<file path="src/verilog/scti_defs.vh">
// Register map, field positions and timing constants for the smart card control slice
// Assumes inclusion by bare name from each design file of the slice
`ifndef SCTI_DEFS_VH
`define SCTI_DEFS_VH

// Register byte offsets
`define SCTI_OFS_TIMER0 12'h028
`define SCTI_OFS_TIMER1 12'h02C
`define SCTI_OFS_TIMER2 12'h030
`define SCTI_OFS_FRAMING 12'h034
`define SCTI_OFS_ACTIVATE 12'h04C

// Timer control fields
`define SCTI_PEND_BIT 31
`define SCTI_MODE_HI 27
`define SCTI_MODE_LO 24
`define SCTI_T0_W 24
`define SCTI_T12_W 8

// Serial framing fields
`define SCTI_PAR_SENSE_BIT 7
`define SCTI_PAR_OFF_BIT 6
`define SCTI_WLEN_HI 5
`define SCTI_WLEN_LO 4
`define SCTI_PLAIN_BIT 0

// Activation extension field and its scale in card clock cycles
`define SCTI_EXT_HI 4
`define SCTI_EXT_SCALE 2048

// Timer modes
`define SCTI_MODE_STOP 4'h0
`define SCTI_MODE_ONCE 4'h1

// Reset values
`define SCTI_RST_WORD 32'h0000_0000

`endif

</file>
<file path="src/verilog/scti_timer.v">
// One ETU-based timer: shadowed write, pending flag, mode field and down counter
// Assumes card_tick and etu_tick are one-cycle enables on the same clock
`include "scti_defs.vh"

module scti_timer #(
	parameter CW = 8
) (
	input wire clk,
	input wire rst,
	input wire wr_en,
	input wire [3:0] wr_mode,
	input wire [CW-1:0] wr_count,
	input wire card_tick,
	input wire etu_tick,
	output reg [3:0] mode_reg,
	output reg [CW-1:0] count_reg,
	output reg pending_reg
);

	reg [3:0] shadow_mode_reg; // Value waiting to be taken in
	reg [CW-1:0] shadow_count_reg; // Reload and start value

	// Shadow capture, card-side take-over and counting
	always @(posedge clk) begin
		if (rst) begin
			shadow_mode_reg <= 4'h0;
			shadow_count_reg <= {CW{1'b0}};
			mode_reg <= 4'h0;
			count_reg <= {CW{1'b0}};
			pending_reg <= 1'b0;
		end else begin
			if (wr_en) begin
				// A new write keeps the flag up even on a take-over edge
				shadow_mode_reg <= wr_mode;
				shadow_count_reg <= wr_count;
				pending_reg <= 1'b1;
			end else if (pending_reg && card_tick) begin
				pending_reg <= 1'b0;
			end
			if (pending_reg && card_tick && !wr_en) begin
				// Card clock side takes the shadow value
				mode_reg <= shadow_mode_reg;
				count_reg <= shadow_count_reg;
			end else if (etu_tick && mode_reg != `SCTI_MODE_STOP) begin
				// Count in elementary time units
				if (count_reg != {CW{1'b0}}) begin
					count_reg <= count_reg - {{(CW-1){1'b0}}, 1'b1};
				end else if (mode_reg == `SCTI_MODE_ONCE) begin
					mode_reg <= `SCTI_MODE_STOP; // Single shot ends
				end else begin
					count_reg <= shadow_count_reg; // Other modes reload
				end
			end
		end
	end

endmodule // scti_timer

</file>
<file path="src/verilog/scti_activation.v">
// First activation interval timer, counted in card clock cycles and lengthened by software
// Assumes start is a one-cycle pulse and card_tick a one-cycle enable on the same clock
`include "scti_defs.vh"

module scti_activation #(
	parameter BASE_CYCLES = 400,
	parameter AW = 17
) (
	input wire clk,
	input wire rst,
	input wire start,
	input wire [4:0] ext,
	input wire card_tick,
	output reg busy_reg,
	output reg done_reg
);

	localparam [AW-1:0] BASE_W = BASE_CYCLES; // Standard interval
	localparam [AW-1:0] SCALE_W = `SCTI_EXT_SCALE; // Extension unit

	reg [AW-1:0] left_reg; // Card cycles still to run
	wire [AW-1:0] ext_cycles; // Extension in card cycles

	assign ext_cycles = {{(AW-5){1'b0}}, ext} * SCALE_W;

	// Interval counter; a zero extension leaves only the standard part
	always @(posedge clk) begin
		if (rst) begin
			left_reg <= {AW{1'b0}};
			busy_reg <= 1'b0;
			done_reg <= 1'b0;
		end else begin
			done_reg <= 1'b0;
			if (start) begin
				left_reg <= BASE_W + ext_cycles;
				busy_reg <= 1'b1;
			end else if (busy_reg && card_tick) begin
				if (left_reg <= {{(AW-1){1'b0}}, 1'b1}) begin
					busy_reg <= 1'b0;
					done_reg <= 1'b1;
				end
				left_reg <= left_reg - {{(AW-1){1'b0}}, 1'b1};
			end
		end
	end

endmodule // scti_activation

</file>
<file path="src/verilog/scti_top.v">
// Smart card control slice: APB registers, three ETU timers, framing control, activation extend
// Assumes a single 125 MHz clock, APB master on the same clock, activation start from a pin
//
// Function
// - Pending flag in bit 31 while syncing
// - Timer zero 24-bit ETU count value
// - Timer zero mode field bits 27:24
// - Timer one 8-bit count, 23:8 reserved
// - Timer two 8-bit count, 23:8 reserved
// - Timers one, two mode bits 27:24
// - Parity sense: 0 even, 1 odd
// - Parity disable bit removes parity bit
// - Word length 00..11 gives 8..5 bits
// - Mode bit: 0 smart card, 1 UART
// - UART enable resets buffers and state machine
// - Activation lengthened by extension times 2048
// - Zero extension keeps standard activation time
//
// The implementer's own choice: the APB register port.
`include "scti_defs.vh"

module scti_top #(
	parameter CARD_DIV = 4,
	parameter ETU_DIV = 372,
	parameter ACT_BASE_CYCLES = 400
) (
	// Clock and reset
	input wire CLOCK_IN,
	input wire SYS_RST_IN,
	// APB slave
	input wire PSEL_IN,
	input wire PENABLE_IN,
	input wire PWRITE_IN,
	input wire [11:0] PADDR_IN,
	input wire [31:0] PWDATA_IN,
	output reg [31:0] PRDATA_OUT,
	output reg PREADY_OUT,
	output reg PSLVERR_OUT,
	// Activation pin and status
	input wire ACT_START_IN,
	output reg ACT_BUSY_OUT,
	output reg ACT_DONE_OUT,
	// Framing to the character engine
	output reg PARITY_ON_OUT,
	output reg PARITY_ODD_OUT,
	output reg [3:0] DATA_BITS_OUT,
	output reg PLAIN_SERIAL_OUT,
	output reg ENGINE_RESET_OUT,
	// Timer state for the character engine
	output reg [3:0] TIMER0_MODE_OUT,
	output reg [3:0] TIMER1_MODE_OUT,
	output reg [3:0] TIMER2_MODE_OUT
);

	// Card clock and ETU enables
	reg [15:0] card_div_reg; // System cycles per card cycle
	reg [15:0] etu_div_reg; // Card cycles per ETU
	reg card_tick_reg;
	reg etu_tick_reg;

	// Software registers
	reg [7:0] framing_reg; // Parity, word length, mode
	reg [4:0] ext_reg; // Activation extension
	reg plain_prev_reg; // Mode bit last cycle

	// Pin synchroniser for activation start
	reg start_s1_reg;
	reg start_s2_reg;
	reg start_s3_reg;
	reg start_lvl_reg; // Agreed pin level

	// APB decode
	wire setup = PSEL_IN & ~PENABLE_IN;
	wire wr_now = PSEL_IN & PENABLE_IN & PREADY_OUT & PWRITE_IN & ~PSLVERR_OUT;
	wire hit_t0 = PADDR_IN == `SCTI_OFS_TIMER0;
	wire hit_t1 = PADDR_IN == `SCTI_OFS_TIMER1;
	wire hit_t2 = PADDR_IN == `SCTI_OFS_TIMER2;
	wire hit_fr = PADDR_IN == `SCTI_OFS_FRAMING;
	wire hit_ac = PADDR_IN == `SCTI_OFS_ACTIVATE;
	wire mapped = hit_t0 | hit_t1 | hit_t2 | hit_fr | hit_ac;

	// Engine reset pulse from mode bit rising, also restarts activation logic
	wire plain_rise = framing_reg[`SCTI_PLAIN_BIT] & ~plain_prev_reg;
	wire start_edge = start_s2_reg & start_s3_reg & ~start_lvl_reg;
	wire sub_rst = SYS_RST_IN | plain_rise;

	// Timer state
	wire [3:0] t0_mode;
	wire [3:0] t1_mode;
	wire [3:0] t2_mode;
	wire [23:0] t0_count;
	wire [7:0] t1_count;
	wire [7:0] t2_count;
	wire t0_pend;
	wire t1_pend;
	wire t2_pend;
	wire act_busy;
	wire act_done;

	reg [31:0] rd_word; // Read mux

	// Divider end points, cut to the counter width on purpose
	localparam [15:0] CARD_LAST = CARD_DIV - 1; // Last system cycle of a card cycle
	localparam [15:0] ETU_LAST = ETU_DIV - 1; // Last card cycle of an ETU

	// Dividers for card clock and ETU enables
	// A card tick comes once every CARD_DIV system cycles
	// An ETU tick comes on every ETU_DIV-th card tick, in the same cycle as it
	// Both are one-cycle enables, so all logic stays on the one system clock
	always @(posedge CLOCK_IN) begin
		if (SYS_RST_IN) begin
			card_div_reg <= 16'h0000;
			etu_div_reg <= 16'h0000;
			card_tick_reg <= 1'b0;
			etu_tick_reg <= 1'b0;
		end else begin
			card_tick_reg <= 1'b0;
			etu_tick_reg <= 1'b0;
			if (card_div_reg == CARD_LAST) begin
				card_div_reg <= 16'h0000;
				card_tick_reg <= 1'b1;
				if (etu_div_reg == ETU_LAST) begin
					etu_div_reg <= 16'h0000;
					etu_tick_reg <= 1'b1;
				end else begin
					etu_div_reg <= etu_div_reg + 16'h0001;
				end
			end else begin
				card_div_reg <= card_div_reg + 16'h0001;
			end
		end
	end

	// Three-stage pin synchroniser; a change counts once stages two and three agree
	// Stage one may go metastable, so only stage two reads it
	// The agreed level starts low, the idle pin level, so reset gives no false edge
	always @(posedge CLOCK_IN) begin
		if (SYS_RST_IN) begin
			start_s1_reg <= 1'b0;
			start_s2_reg <= 1'b0;
			start_s3_reg <= 1'b0;
			start_lvl_reg <= 1'b0;
		end else begin
			start_s1_reg <= ACT_START_IN;
			start_s2_reg <= start_s1_reg;
			start_s3_reg <= start_s2_reg;
			if (start_s2_reg == start_s3_reg) begin
				start_lvl_reg <= start_s3_reg;
			end
		end
	end

	// Software-written framing and extension registers
	// Writes land at the access edge with ready high and no error
	// The mode bit is kept one cycle back to find its rising edge
	always @(posedge CLOCK_IN) begin
		if (SYS_RST_IN) begin
			framing_reg <= 8'h00;
			ext_reg <= 5'h00;
			plain_prev_reg <= 1'b0;
		end else begin
			plain_prev_reg <= framing_reg[`SCTI_PLAIN_BIT];
			if (wr_now && hit_fr) begin
				// Reserved bits 3:1 are not stored
				framing_reg <= PWDATA_IN[7:0] & 8'hF1;
			end
			if (wr_now && hit_ac) begin
				ext_reg <= PWDATA_IN[`SCTI_EXT_HI:0];
			end
		end
	end

	// Read data assembly; reserved bits read as zero
	// Bit 31 of each timer word is the pending flag, read only
	// Writes to it and to reserved bits are dropped
	always @* begin
		rd_word = `SCTI_RST_WORD;
		if (hit_t0) begin
			rd_word = {t0_pend, 3'b000, t0_mode, t0_count};
		end else if (hit_t1) begin
			rd_word = {t1_pend, 3'b000, t1_mode, 16'h0000, t1_count};
		end else if (hit_t2) begin
			rd_word = {t2_pend, 3'b000, t2_mode, 16'h0000, t2_count};
		end else if (hit_fr) begin
			rd_word = {24'h00_0000, framing_reg};
		end else if (hit_ac) begin
			rd_word = {27'h000_0000, ext_reg};
		end
	end

	// APB answer: ready in the first access cycle, error for unmapped addresses
	// Ready follows every setup cycle by one clock, so there are no wait states
	// Read data is taken at the setup edge and stands until the next read setup
	// An unmapped address answers with an error and the write is dropped
	// Back-to-back transfers work, since the access cycle never looks like a setup
	always @(posedge CLOCK_IN) begin
		if (SYS_RST_IN) begin
			PRDATA_OUT <= `SCTI_RST_WORD;
			PREADY_OUT <= 1'b0;
			PSLVERR_OUT <= 1'b0;
		end else begin
			PREADY_OUT <= setup;
			PSLVERR_OUT <= setup & ~mapped;
			if (setup && !PWRITE_IN) begin
				PRDATA_OUT <= rd_word;
			end
		end
	end

	// Each timer keeps a shadow of the written word and takes it in at the next card tick
	// The pending flag stands from the write until that take-over
	// Software polls it low before it writes the same timer again
	// A write on a take-over edge keeps the flag up, so the newer value is taken next
	// Timer zero, 24 bits
	scti_timer #(.CW(`SCTI_T0_W)) u_timer0 (
		.clk(CLOCK_IN),
		.rst(SYS_RST_IN),
		.wr_en(wr_now & hit_t0),
		.wr_mode(PWDATA_IN[`SCTI_MODE_HI:`SCTI_MODE_LO]),
		.wr_count(PWDATA_IN[23:0]),
		.card_tick(card_tick_reg),
		.etu_tick(etu_tick_reg),
		.mode_reg(t0_mode),
		.count_reg(t0_count),
		.pending_reg(t0_pend)
	);

	// Timer one, 8 bits
	scti_timer #(.CW(`SCTI_T12_W)) u_timer1 (
		.clk(CLOCK_IN),
		.rst(SYS_RST_IN),
		.wr_en(wr_now & hit_t1),
		.wr_mode(PWDATA_IN[`SCTI_MODE_HI:`SCTI_MODE_LO]),
		.wr_count(PWDATA_IN[7:0]),
		.card_tick(card_tick_reg),
		.etu_tick(etu_tick_reg),
		.mode_reg(t1_mode),
		.count_reg(t1_count),
		.pending_reg(t1_pend)
	);

	// Timer two, 8 bits
	scti_timer #(.CW(`SCTI_T12_W)) u_timer2 (
		.clk(CLOCK_IN),
		.rst(SYS_RST_IN),
		.wr_en(wr_now & hit_t2),
		.wr_mode(PWDATA_IN[`SCTI_MODE_HI:`SCTI_MODE_LO]),
		.wr_count(PWDATA_IN[7:0]),
		.card_tick(card_tick_reg),
		.etu_tick(etu_tick_reg),
		.mode_reg(t2_mode),
		.count_reg(t2_count),
		.pending_reg(t2_pend)
	);

	// Activation first interval
	// A rising edge on the synchronised pin starts the interval
	// Entering plain serial mode restarts this logic along with the character engine
	// The interval is counted in card ticks as one down count of the base part plus the extension
	scti_activation #(.BASE_CYCLES(ACT_BASE_CYCLES)) u_act (
		.clk(CLOCK_IN),
		.rst(sub_rst),
		.start(start_edge),
		.ext(ext_reg),
		.card_tick(card_tick_reg),
		.busy_reg(act_busy),
		.done_reg(act_done)
	);

	// Registered outputs toward the character engine and pins
	// Every output is one register behind the state it shows
	// Reset leaves smart card framing: parity on, even, eight data bits
	always @(posedge CLOCK_IN) begin
		if (SYS_RST_IN) begin
			PARITY_ON_OUT <= 1'b1;
			PARITY_ODD_OUT <= 1'b0;
			DATA_BITS_OUT <= 4'h8;
			PLAIN_SERIAL_OUT <= 1'b0;
			ENGINE_RESET_OUT <= 1'b0;
			ACT_BUSY_OUT <= 1'b0;
			ACT_DONE_OUT <= 1'b0;
			TIMER0_MODE_OUT <= 4'h0;
			TIMER1_MODE_OUT <= 4'h0;
			TIMER2_MODE_OUT <= 4'h0;
		end else begin
			PARITY_ON_OUT <= ~framing_reg[`SCTI_PAR_OFF_BIT];
			// Sense only matters while parity is on
			PARITY_ODD_OUT <= framing_reg[`SCTI_PAR_SENSE_BIT] & ~framing_reg[`SCTI_PAR_OFF_BIT];
			DATA_BITS_OUT <= 4'h8 - {2'b00, framing_reg[`SCTI_WLEN_HI:`SCTI_WLEN_LO]};
			PLAIN_SERIAL_OUT <= framing_reg[`SCTI_PLAIN_BIT];
			ENGINE_RESET_OUT <= plain_rise;
			ACT_BUSY_OUT <= act_busy;
			ACT_DONE_OUT <= act_done;
			TIMER0_MODE_OUT <= t0_mode;
			TIMER1_MODE_OUT <= t1_mode;
			TIMER2_MODE_OUT <= t2_mode;
		end
	end

endmodule // scti_top

</file>
<file path="config.mk">
export PLATFORM = sky130hd
export DESIGN_NAME = scti_top
export DESIGN_NICKNAME = d
export VERILOG_FILES = /design/src/verilog/scti_timer.v /design/src/verilog/scti_activation.v /design/src/verilog/scti_top.v
export VERILOG_INCLUDE_DIRS = /design/src /design/src/verilog
export SDC_FILE = /design/constraint.sdc
export NUM_CORES = 1
export LEC_CHECK = 0
export BUFFER_PORTS_ARGS = -buffer_cell sky130_fd_sc_hd__buf_2
export CELL_PAD_IN_SITES_DETAIL_PLACEMENT = 2
export CELL_PAD_IN_SITES_GLOBAL_PLACEMENT = 2
export CORE_AREA = 4 4 183 185
export DETAILED_ROUTE_END_ITERATION = 6
export DIE_AREA = 0 0 187 189
export PLACE_DENSITY_LB_ADDON = 0.3
export SLEW_MARGIN = 5
export SYNTH_ARGS = -nofsm -noshare
export SYNTH_HDL_FRONTEND = slang
export SYNTH_SLANG_ARGS = --single-unit
</file>
<file path="constraint.sdc">
create_clock -name CLOCK_IN -period 2.3 [get_ports CLOCK_IN]
set_input_delay 0.23 -clock CLOCK_IN [delete_from_list [all_inputs] [get_ports CLOCK_IN]]
set_output_delay 0.23 -clock CLOCK_IN [all_outputs]
set_load 0.03 [all_outputs]
</file>
==> results of run 1 <==
-- area by class of cell --
cell class / instances / area [um2] / share of cell area
inverter: 24 / 95.1 / 0.00704
sequential: 227 / 4550 / 0.337
clock inverter: 9 / 150 / 0.0111
timing repair buffer: 263 / 1920 / 0.142
multi-input combinational: 882 / 5480 / 0.406
tap: 408 / 510 / 0.0378
clock buffer: 38 / 790 / 0.0585
-- Yosys cell counts, types with 6 or more instances --
library cell	instances	share of area
a22o_1	12	0.010
nor3_1	30	0.015
nand4_1	12	0.0075
nand3_1	62	0.031
clkbuf_1	59	0.022
o211ai_1	11	0.0082
o21ai_1	15	0.0075
o22ai_1	6	0.0037
mux2i_1	13	0.013
a22oi_1	9	0.0067
a31oi_1	13	0.0081
dfxtp_1	227	0.45
and3_1	11	0.0069
or3_1	29	0.018
nor2_1	91	0.034
o31ai_1	6	0.0045
buf_2	10	0.0050
a21oi_1	130	0.065
ha_1	12	0.015
a211oi_1	6	0.0045
and2_1	7	0.0044
inv_1	22	0.0082
xnor2_1	16	0.014
xor2_1	22	0.019
nor2b_1	21	0.013
nor4_1	22	0.014
nand2_1	189	0.071
o21ai_0	20	0.010
nand2b_1	11	0.0069
or4_1	15	0.011
-- report_power, final --
part / internal, mW / switching (mW) / total (mW)
Sequential: 3.95 / 0.0138 / 3.97
Combinational: 0.120 / 0.229 / 0.350
Clock: 2.82 / 1.75 / 4.57
Total: 6.89 / 1.99 / 8.89
-- critical path: stages (launching register included) --
cell	delay, ns
dfxtp_2	0.34
inv_4	0.08
ha_4	0.15
or3b_4	0.39
or3_4	0.35
or4_4	0.42
or4b_1	0.49
a32oi_1	0.23
nand2_1	0.07
-- layer usage --
metal	GRT usage	share of wire
met1	0.275	0.41
met3	0.0278	0.035
met2	0.411	0.51
met4	0.0705	0.042
met5	0	0
-- per-stage QoR --
stage	cells	utilization	setup TNS, ns	total power [mW]	cell area, um2
2_1_floorplan	1210	-	-1.66	4.21	10200
3_3_place_gp	1772	0.372	-9.67	4.36	11900
3_5_place_dp	1772	0.372	-13.88	4.37	11900
4_1_cts	1850	0.415	-1.78	9.00	13300
5_1_grt	1851	0.421	-4.60	9.20	13500
6_report	1851	0.421	-3.08	8.89	13500
-- layout by cell type (no fill, tap or decap), types with 26 or more instances in the layout --
cell type  instances
clkbuf_16         29
dfxtp_1          223
nand3_1           59
or3_1             26
nor2_1            88
a21oi_1          128
buf_2             97
nand2_1          186
nor3_1            27
buf_4            123
-- kinds of logic (layout without fill, tap and decap cells) --
| group | after synthesis | count (layout) | synth area share |
|---|---|---|---|
| and+or+nand+nor | 537 | 537 | 0.267 |
| AOI/OAI and AO/OA | 275 | 275 | 0.173 |
| DFF | 227 | 227 | 0.452 |
| buffers and inverters | 101 | 334 | 0.0412 |
| xor gates and xnor gates | 38 | 38 | 0.0331 |
| adders and majority gates | 12 | 12 | 0.0149 |
| muxes | 17 | 17 | 0.0174 |
| other | 1 | 3 | 0.000373 |
-- worst max path at each step --
stage                              to  slack [ns]
5_1_grt        u_timer0.count_reg[22]       -0.39
2_1_floorplan  u_timer0.count_reg[22]       -0.19
3_3_place_gp   u_timer0.count_reg[18]       -0.30
4_1_cts        u_timer0.count_reg[22]       -0.23
6_report       u_timer0.count_reg[22]       -0.34
3_5_place_dp   u_timer0.count_reg[18]       -0.31
-- what timing repair did --
| action | in CTS | in global routing |
|---|---|---|
| buffers inserted | 11 | 3 |
| hold endpoints to repair | 23 | 0 |
| endpoints found under the setup margin | 25 | 35 |
| hold buffers | 21 | 0 |
| gates resized for setup | 33 | 38 |
| pin swaps | 24 | 19 |
==> impl_results.md, run 1 <==
* Reg2reg path depth at 8
* Ys Warns at 0
* Worst Hold End: PREADY_OUT
* Final hold violation count at 0
* Pins Over Slew Limit at 0
* R2R Setup Slk at -0.34 ns
* Largest net degree at the start of global routing at approximately 110
* Final worst setup slack at -0.337 ns
* Fill cells at ~3600
* P&R area growth vs syn at 34.4%
* Peak supply drop at roughly 0.00052 V
* Die ar. at around 35000 um2
* Cells after Synth at 1208
* 1st-iter DRT viols at between 600 and 700
* Routed len/inst at between 20 and 25 um
* CTS root buffer: clkbuf_16
* Period Utilization, post-route at 1.15
* Clk sinks at 227
* CTS max path bufs at 3
* Number of flops mapped to enable cells by yosys at 0
* Vias at about 10000
* Hold Path Origin: PSEL_IN
* Worst Setup SP: u_timer0.count_reg[1]
* Min Tclk post-route at ~2.6 ns
* Placement Setup Slack at -0.311 ns
* Total track usage at 0.224
* GPL Wtd Cong at 0.862
* Vias in the first global route at roughly 11000
* Core ar. at around 32000 um2
* Via/cell ratio at around 5.5
* Initial antenna violation count at 0
* Primary FF master, synth: dfxtp_1
* R2r endpoint: u_timer0.count_reg[22]
* Hold WS at 0.0124 ns
* Final WL at about 42000 um
* DRC at 0
* Synth Cell Area at between 10000 and 15000 um2
* Share of cells above drive strength 1 at 0.256
* Worst flop-to-flop path startpoint: u_timer0.count_reg[1]
* Worst min path class: in2reg
* Maximum fanout along the worst path at 2
* Later-pin clock latency in the skew report at roughly 0.55 ns
* Layout net count at 1488
* H-tree depth at 1
* CP Class: reg2reg
* Slew @ Worst Pin at 0.705 ns
* Max Clock Skew at about 0.014 ns
* Io pins at between 100 and 150
* CTS tree: yes
* Failing checks: setup timing
* RSZ-0062 raised after global routing: true
* Post-synthesis sequential area ratio at 0.452
* Drt pass-1 iters at 5
* Chip width at 187 um
* Row Count at 66
* HPWL Detailed at roughly 28000 um
* Worst EP required at around 2.7 ns
* Startpoint types: flop
* P_leak at about 5.3 nW
* Port Buffers at 98
* Worst path arrival time at roughly 3.1 ns
* Status: finished with violations
* Asr flop ratio synth at 0
* Nature of the critical path endpoint: flop
* Max reg flops at 29
* Max_cap viols at 0
* Starting Density at 0.314
* FF+latch count, synth at ~230
* CTS Buf Count at 28
* Syn_area_per_cell at between 8 and 9 um2
* Reg clk slew, reported paths at around 0.060 ns
* Distinct cells, synth at 77
* Detail Route Antenna Nets at 0
* Hold path depth at 3
* Antenna cell count at 0
* Fmax at 0.379 GHz
* Remaining Overflow, GRT at 0
* First-pass GRT wire length at roughly 64000 um
* Slew margin rel. at 0.526
* Chip height at roughly 190 um
* Power Density at around 660 nW/um2
* Number of setup violations in the final report at 25
(Power assumes the default switching activity.)
==> run 2, diff against run 1 <==
Settings changed: CORE_AREA 4 4 183 185 to 2 2 181 183, DIE_AREA 0 0 187 189 to 0 0 183 185.
==> run 2 against run 1 <==
Compared with the run above: critical endpoint unchanged; total power decreased by 2.1%; the flow still finishes with violations (setup timing); worst hold slack improved by 0.012 ns; critical path type unchanged; final cell count increased by 0.27%; largest cell class unchanged; clock-buffer cell count increased by 2; register-to-register slack improved by 0.02 ns; largest power group unchanged.
==> impl_results.md, run 2 (synthesis results as in run 1) <==
* Chip width at ~180 um
* Startpoint types: flop
* Core ar. at between 30000 and 40000 um2
* Period Utilization, post-route at 1.14
* Slew @ Worst Pin at between 0.5 and 0.6 ns
* Die ar. at about 34000 um2
* Layout net count at 1492
* Setup TNS after final layout at -2.76 ns
* Later-pin clock latency in the skew report at 0.55 ns
* Multi-input gate area at approximately 5500 um2
* Via/cell ratio at approximately 5.5
* Vias in the first global route at roughly 11000
* Fmax at 0.382 GHz
* Number of setup violations in the final report at 25
* Peak supply drop at 0.000492 V
* Worst EP required at between 2 and 3 ns
* Power Density at between 600 and 700 nW/um2
* Starting Density at 0.314
* Status: finished with violations
* Chip height at 185 um
* Reg clk slew, reported paths at roughly 0.06 ns
* P_leak at between 5 and 6 nW
* Nature of the critical path endpoint: flop
* Max Clock Skew at about 0.023 ns
* Largest net degree at the start of global routing at between 80 and 90
* Max reg flops at 29
* Port Buffers at between 90 and 100
* Slew margin rel. at 0.598
* Most common library cell in the layout ignoring fill and taps: dfxtp_1
* HPWL Detailed at roughly 28000 um
* Fill cells at between 3000 and 4000
* Remaining Overflow, GRT at 0
* Worst min path class: in2reg
* Max_cap viols at 0
* First-pass GRT wire length at ~62000 um
* R2R Setup Slk at -0.32 ns
* RSZ-0062 raised after global routing: true
* Final WL at 40900 um
* Register area at between 4000 and 5000 um2
* GPL Wtd Cong at 0.895
* Drt pass-1 iters at 5
* Min Tclk post-route at 2.62 ns
* Routed len/inst at approximately 22 um
* Post-DP Area at about 12000 um2
* Final hold violation count at 0
* Slowest-stage cell, CP: or4b_1
* Row Count at 66
* Antenna cell count at 0
* CTS root buffer: clkbuf_16
* Total track usage at 0.232
* Crit path largest cell delay at roughly 0.50 ns
* Initial antenna violation count at 0
* Detail Route Antenna Nets at 0
* CTS max path bufs at 3
* Final worst setup slack at -0.320 ns
* Worst path arrival time at approximately 3 ns
* CTS Buf Count at 28
* Pins Over Slew Limit at 0
* P&R area growth vs syn at 34.5%
* 1st-iter DRT viols at 549
* Most frequent cells in the layout: 223 x dfxtp_1, 181 x nand2_1, 130 x a21oi_1
* Io pins at ~110
* Vias at 10224
* Clk sinks at ~230
* CP Class: reg2reg
* Design Area, Final at about 14000 um2
* Crit path cell chain: inv_2 > ha_4 > or3b_4 > or3_4 > or4_4 > or4b_1 > a32oi_1 > nand2_1
* DRC at 0
* Maximum fanout along the worst path at 2
* CTS tree: yes
* Share of cells above drive strength 1 at 0.260
* Failing checks: setup timing
* H-tree depth at 1
## run 2: cell types whose count changed in the layout (fill, tap and decap cells not counted), sizes merged
cell and delta:
buf +1, bufinv -3, clkbuf +2, clkinv +3
clkinvlp -1, dlygate4sd3 +3
## run 2: cell type report
type,instances,share of cell area
multi-input cells,882,0.406
flip-flops and latches,227,0.337
repair buffers,267,0.145
clock buffers,40,0.0620
well taps,408,0.0378
inverters,24,0.00667
clock inverters,8,0.00528
## run 2: path summary, 6_finish.rpt
path	from	endpoint	cells past startpoint
worst max-delay path	u_timer0.count_reg[1]	u_timer0.count_reg[22]	8
worst min-delay path	PWDATA_IN[6]	u_timer0.shadow_count_reg[6]	3
worst max register to register	u_timer0.count_reg[1]	u_timer0.count_reg[22]	8
worst min register to register	start_s1_reg	start_s2_reg	1
## run 2: worst max-delay path: cells and delay by family (launching register included)
family,cells,cell delay (ns)
adders and majority gates,1,0.14
and+or+nand+nor,5,1.74
buffers and inverters,1,0.09
AOI/OAI and AO/OA,1,0.21
DFF,1,0.33
## run 2: what timing repair did
| action | in CTS | in global routing |
|---|---|---|
| gates resized for setup | 27 | 47 |
| setup endpoints to repair | 25 | 36 |
| endpoints found under the hold margin | 27 | 0 |
| setup buffers | 9 | 7 |
| hold buffers | 24 | 0 |
| pin swaps | 22 | 20 |
## run 2: through the flow
stage / power, mW / hold WS [ns] / cells / setup WS [ns] / utilization
after floorplan: 4.21 / 0.358 / 1210 / -0.191 / -
after global placement: 4.36 / 0.423 / 1771 / -0.316 / 0.371
after detailed placement: 4.37 / 0.437 / 1771 / -0.337 / 0.371
after CTS: 8.79 / 0.000929 / 1852 / -0.222 / 0.414
after global routing: 8.99 / 0.0190 / 1856 / -0.441 / 0.422
final: 8.71 / 0.0248 / 1856 / -0.320 / 0.422
## run 2: power by group
group | internal, mW | total (mW) | switching (mW)
clock network | 2.62 | 4.39 | 1.77
registers | 3.95 | 3.97 | 0.0135
logic | 0.125 | 0.350 | 0.225
total | 6.69 | 8.71 | 2.01
## run 2: layer usage
layer,global-route usage,routed length (um),up-vias
met1,0.278,17000,5212
met5,0,0,-
li1,-,-,4753
met3,0.0265,1390,67
met4,0.0627,1250,0
met2,0.438,21200,192
==> run 3, diff against run 2 <==
Settings changed: SKIP_CTS_REPAIR_TIMING set to 1.
==> run 3 against run 2 <==
Compared with the run above: the run ends with hold timing, setup timing left; register-to-register slack worse by 0.02 ns; wire length is essentially flat; sequential share of layout area barely moved; first-iteration DRC count fell by 15%; worst hold slack lost 0.025 ns; critical path depth is the same; utilization increased by 0.051 points.
==> impl_results.md, run 3 (synthesis results as in run 1) <==
* Post-DP Area at ~12000 um2
* Core ar. at 32000 um2
* Reg clk slew, reported paths at 0.06 ns
* GPL Wtd Cong at 0.895
* Status: finished with violations
* Via/cell ratio at between 5 and 6
* Row Count at 66
* CTS root buffer: clkbuf_16
* Worst path arrival time at 3.07 ns
* Share of cells above drive strength 1 at 0.260
* Later-pin clock latency in the skew report at between 0.5 and 0.6 ns
* Chip width at roughly 180 um
* Clk sinks at about 230
* Power Density at 644 nW/um2
* Setup TNS after final layout at -4.17 ns
* Layout net count at approximately 1500
* Max_cap viols at 0
* Max Clock Skew at 0.0237 ns
* Antenna cell count at 0
* Pins Over Slew Limit at 0
* CP Class: reg2reg
* Vias at slightly above 10000
* Period Utilization, post-route at 1.15
* Detail Route Antenna Nets at 0
* Slew @ Worst Pin at about 0.6 ns
* First-pass GRT wire length at 59500 um
* Placement Setup Slack at -0.337 ns
* Crit path cell chain: inv_2 > ha_4 > or3b_4 > or3_4 > or4_4 > or4b_1 > a32oi_1 > nand2_1
* Most common library cell in the layout ignoring fill and taps: dfxtp_1
* Die ar. at roughly 34000 um2
* Design Area, Final at between 10000 and 15000 um2
* Most frequent cells in the layout: 224 x dfxtp_1, 181 x nand2_1, 131 x buf_4
* Maximum fanout along the worst path at 2
* Family with the most delay on the worst path: simple AND/OR/NAND/NOR gates
* Slew margin rel. at 0.604
* Nature of the critical path endpoint: flop
* CTS max path bufs at 3
* Startpoint types: flop
* P&R area growth vs syn at 34.6%
* RSZ-0062 raised after global routing: true
* Fmax at 0.379 GHz
* Drt pass-1 iters at 5
* Vias in the first global route at around 11000
* Chip height at 185 um
* Crit path largest cell delay at approximately 0.48 ns
* Min Tclk post-route at roughly 2.6 ns
* Slowest-stage cell, CP: or4b_1
* Hold WS at -0.000597 ns
* Final WL at 40900 um
* Multi-input gate area at between 5000 and 6000 um2
* Worst EP required at about 2.7 ns
* CTS tree: yes
* Total track usage at 0.223
* Final worst setup slack at -0.340 ns
* HPWL Detailed at 27600 um
* P_leak at between 5 and 6 nW
* Final core utilization at 0.422
* Largest net degree at the start of global routing at just over 80
* Port Buffers at 98
* Fill cells at between 3000 and 4000
* Peak supply drop at 0.000458 V
* Failing checks: hold timing, setup timing
* Io pins at approximately 110
* Max reg flops at 29
* 1st-iter DRT viols at around 470
* Final hold violation count at 1
* H-tree depth at 1
* Remaining Overflow, GRT at 0
* CTS Buf Count at 28
* Register area at between 4000 and 5000 um2
* Number of setup violations in the final report at 25
* Worst min path class: in2reg
* Initial antenna violation count at 0
* Starting Density at 0.314
* Routed len/inst at approximately 22 um
* Crit path buffers/inverters at 1
* DRC at 0
## run 3: path summary, 6_finish.rpt
path / cells after the start / slack [ns] / from / end
setup / recovery: 8 / -0.34 / u_timer0.count_reg[1] / u_timer0.count_reg[22]
hold reg to reg: 1 / 0.44 / start_s1_reg / start_s2_reg
hold / removal: 3 / -0.0006 / PWDATA_IN[7] / u_timer0.shadow_count_reg[7]
setup reg to reg: 8 / -0.34 / u_timer0.count_reg[1] / u_timer0.count_reg[22]
## run 3: cell type report
| class | instances | area share |
|---|---|---|
| tap | 408 | 0.0377 |
| timing repair buffer | 268 | 0.145 |
| clock inverter | 8 | 0.00527 |
| clock buffer | 40 | 0.0619 |
| sequential | 227 | 0.336 |
| multi-input combinational | 882 | 0.407 |
| inverter | 24 | 0.00666 |
## run 3: tightest hold or removal path, stage by stage
cell,delay [ns]
buf_2,0.15
nand2_1,0.07
a21oi_1,0.05
## run 3: metal layers
layer	wire length, um	global-route usage	vias to the layer above
li1	-	-	4747
met1	17000	0.272	5135
met2	21100	0.415	226
met3	1540	0.0240	76
met4	1240	0.0598	0
met5	0	0	-
## run 3: stage by stage
step | hold slack, ns | power (mW) | instances
2_1_floorplan | 0.358 | 4.21 | 1210
4_1_cts | -0.109 | 8.76 | 1819
3_3_place_gp | 0.423 | 4.36 | 1771
5_1_grt | 0.0148 | 8.99 | 1857
6_report | -0.000597 | 8.70 | 1857
3_5_place_dp | 0.437 | 4.37 | 1771
## run 3: report_power, final
group	internal, mW	switching, mW	leakage (nW)
Clock	2.62	1.78	0.450
Sequential	3.95	0.0135	1.83
Combinational	0.121	0.226	3.10
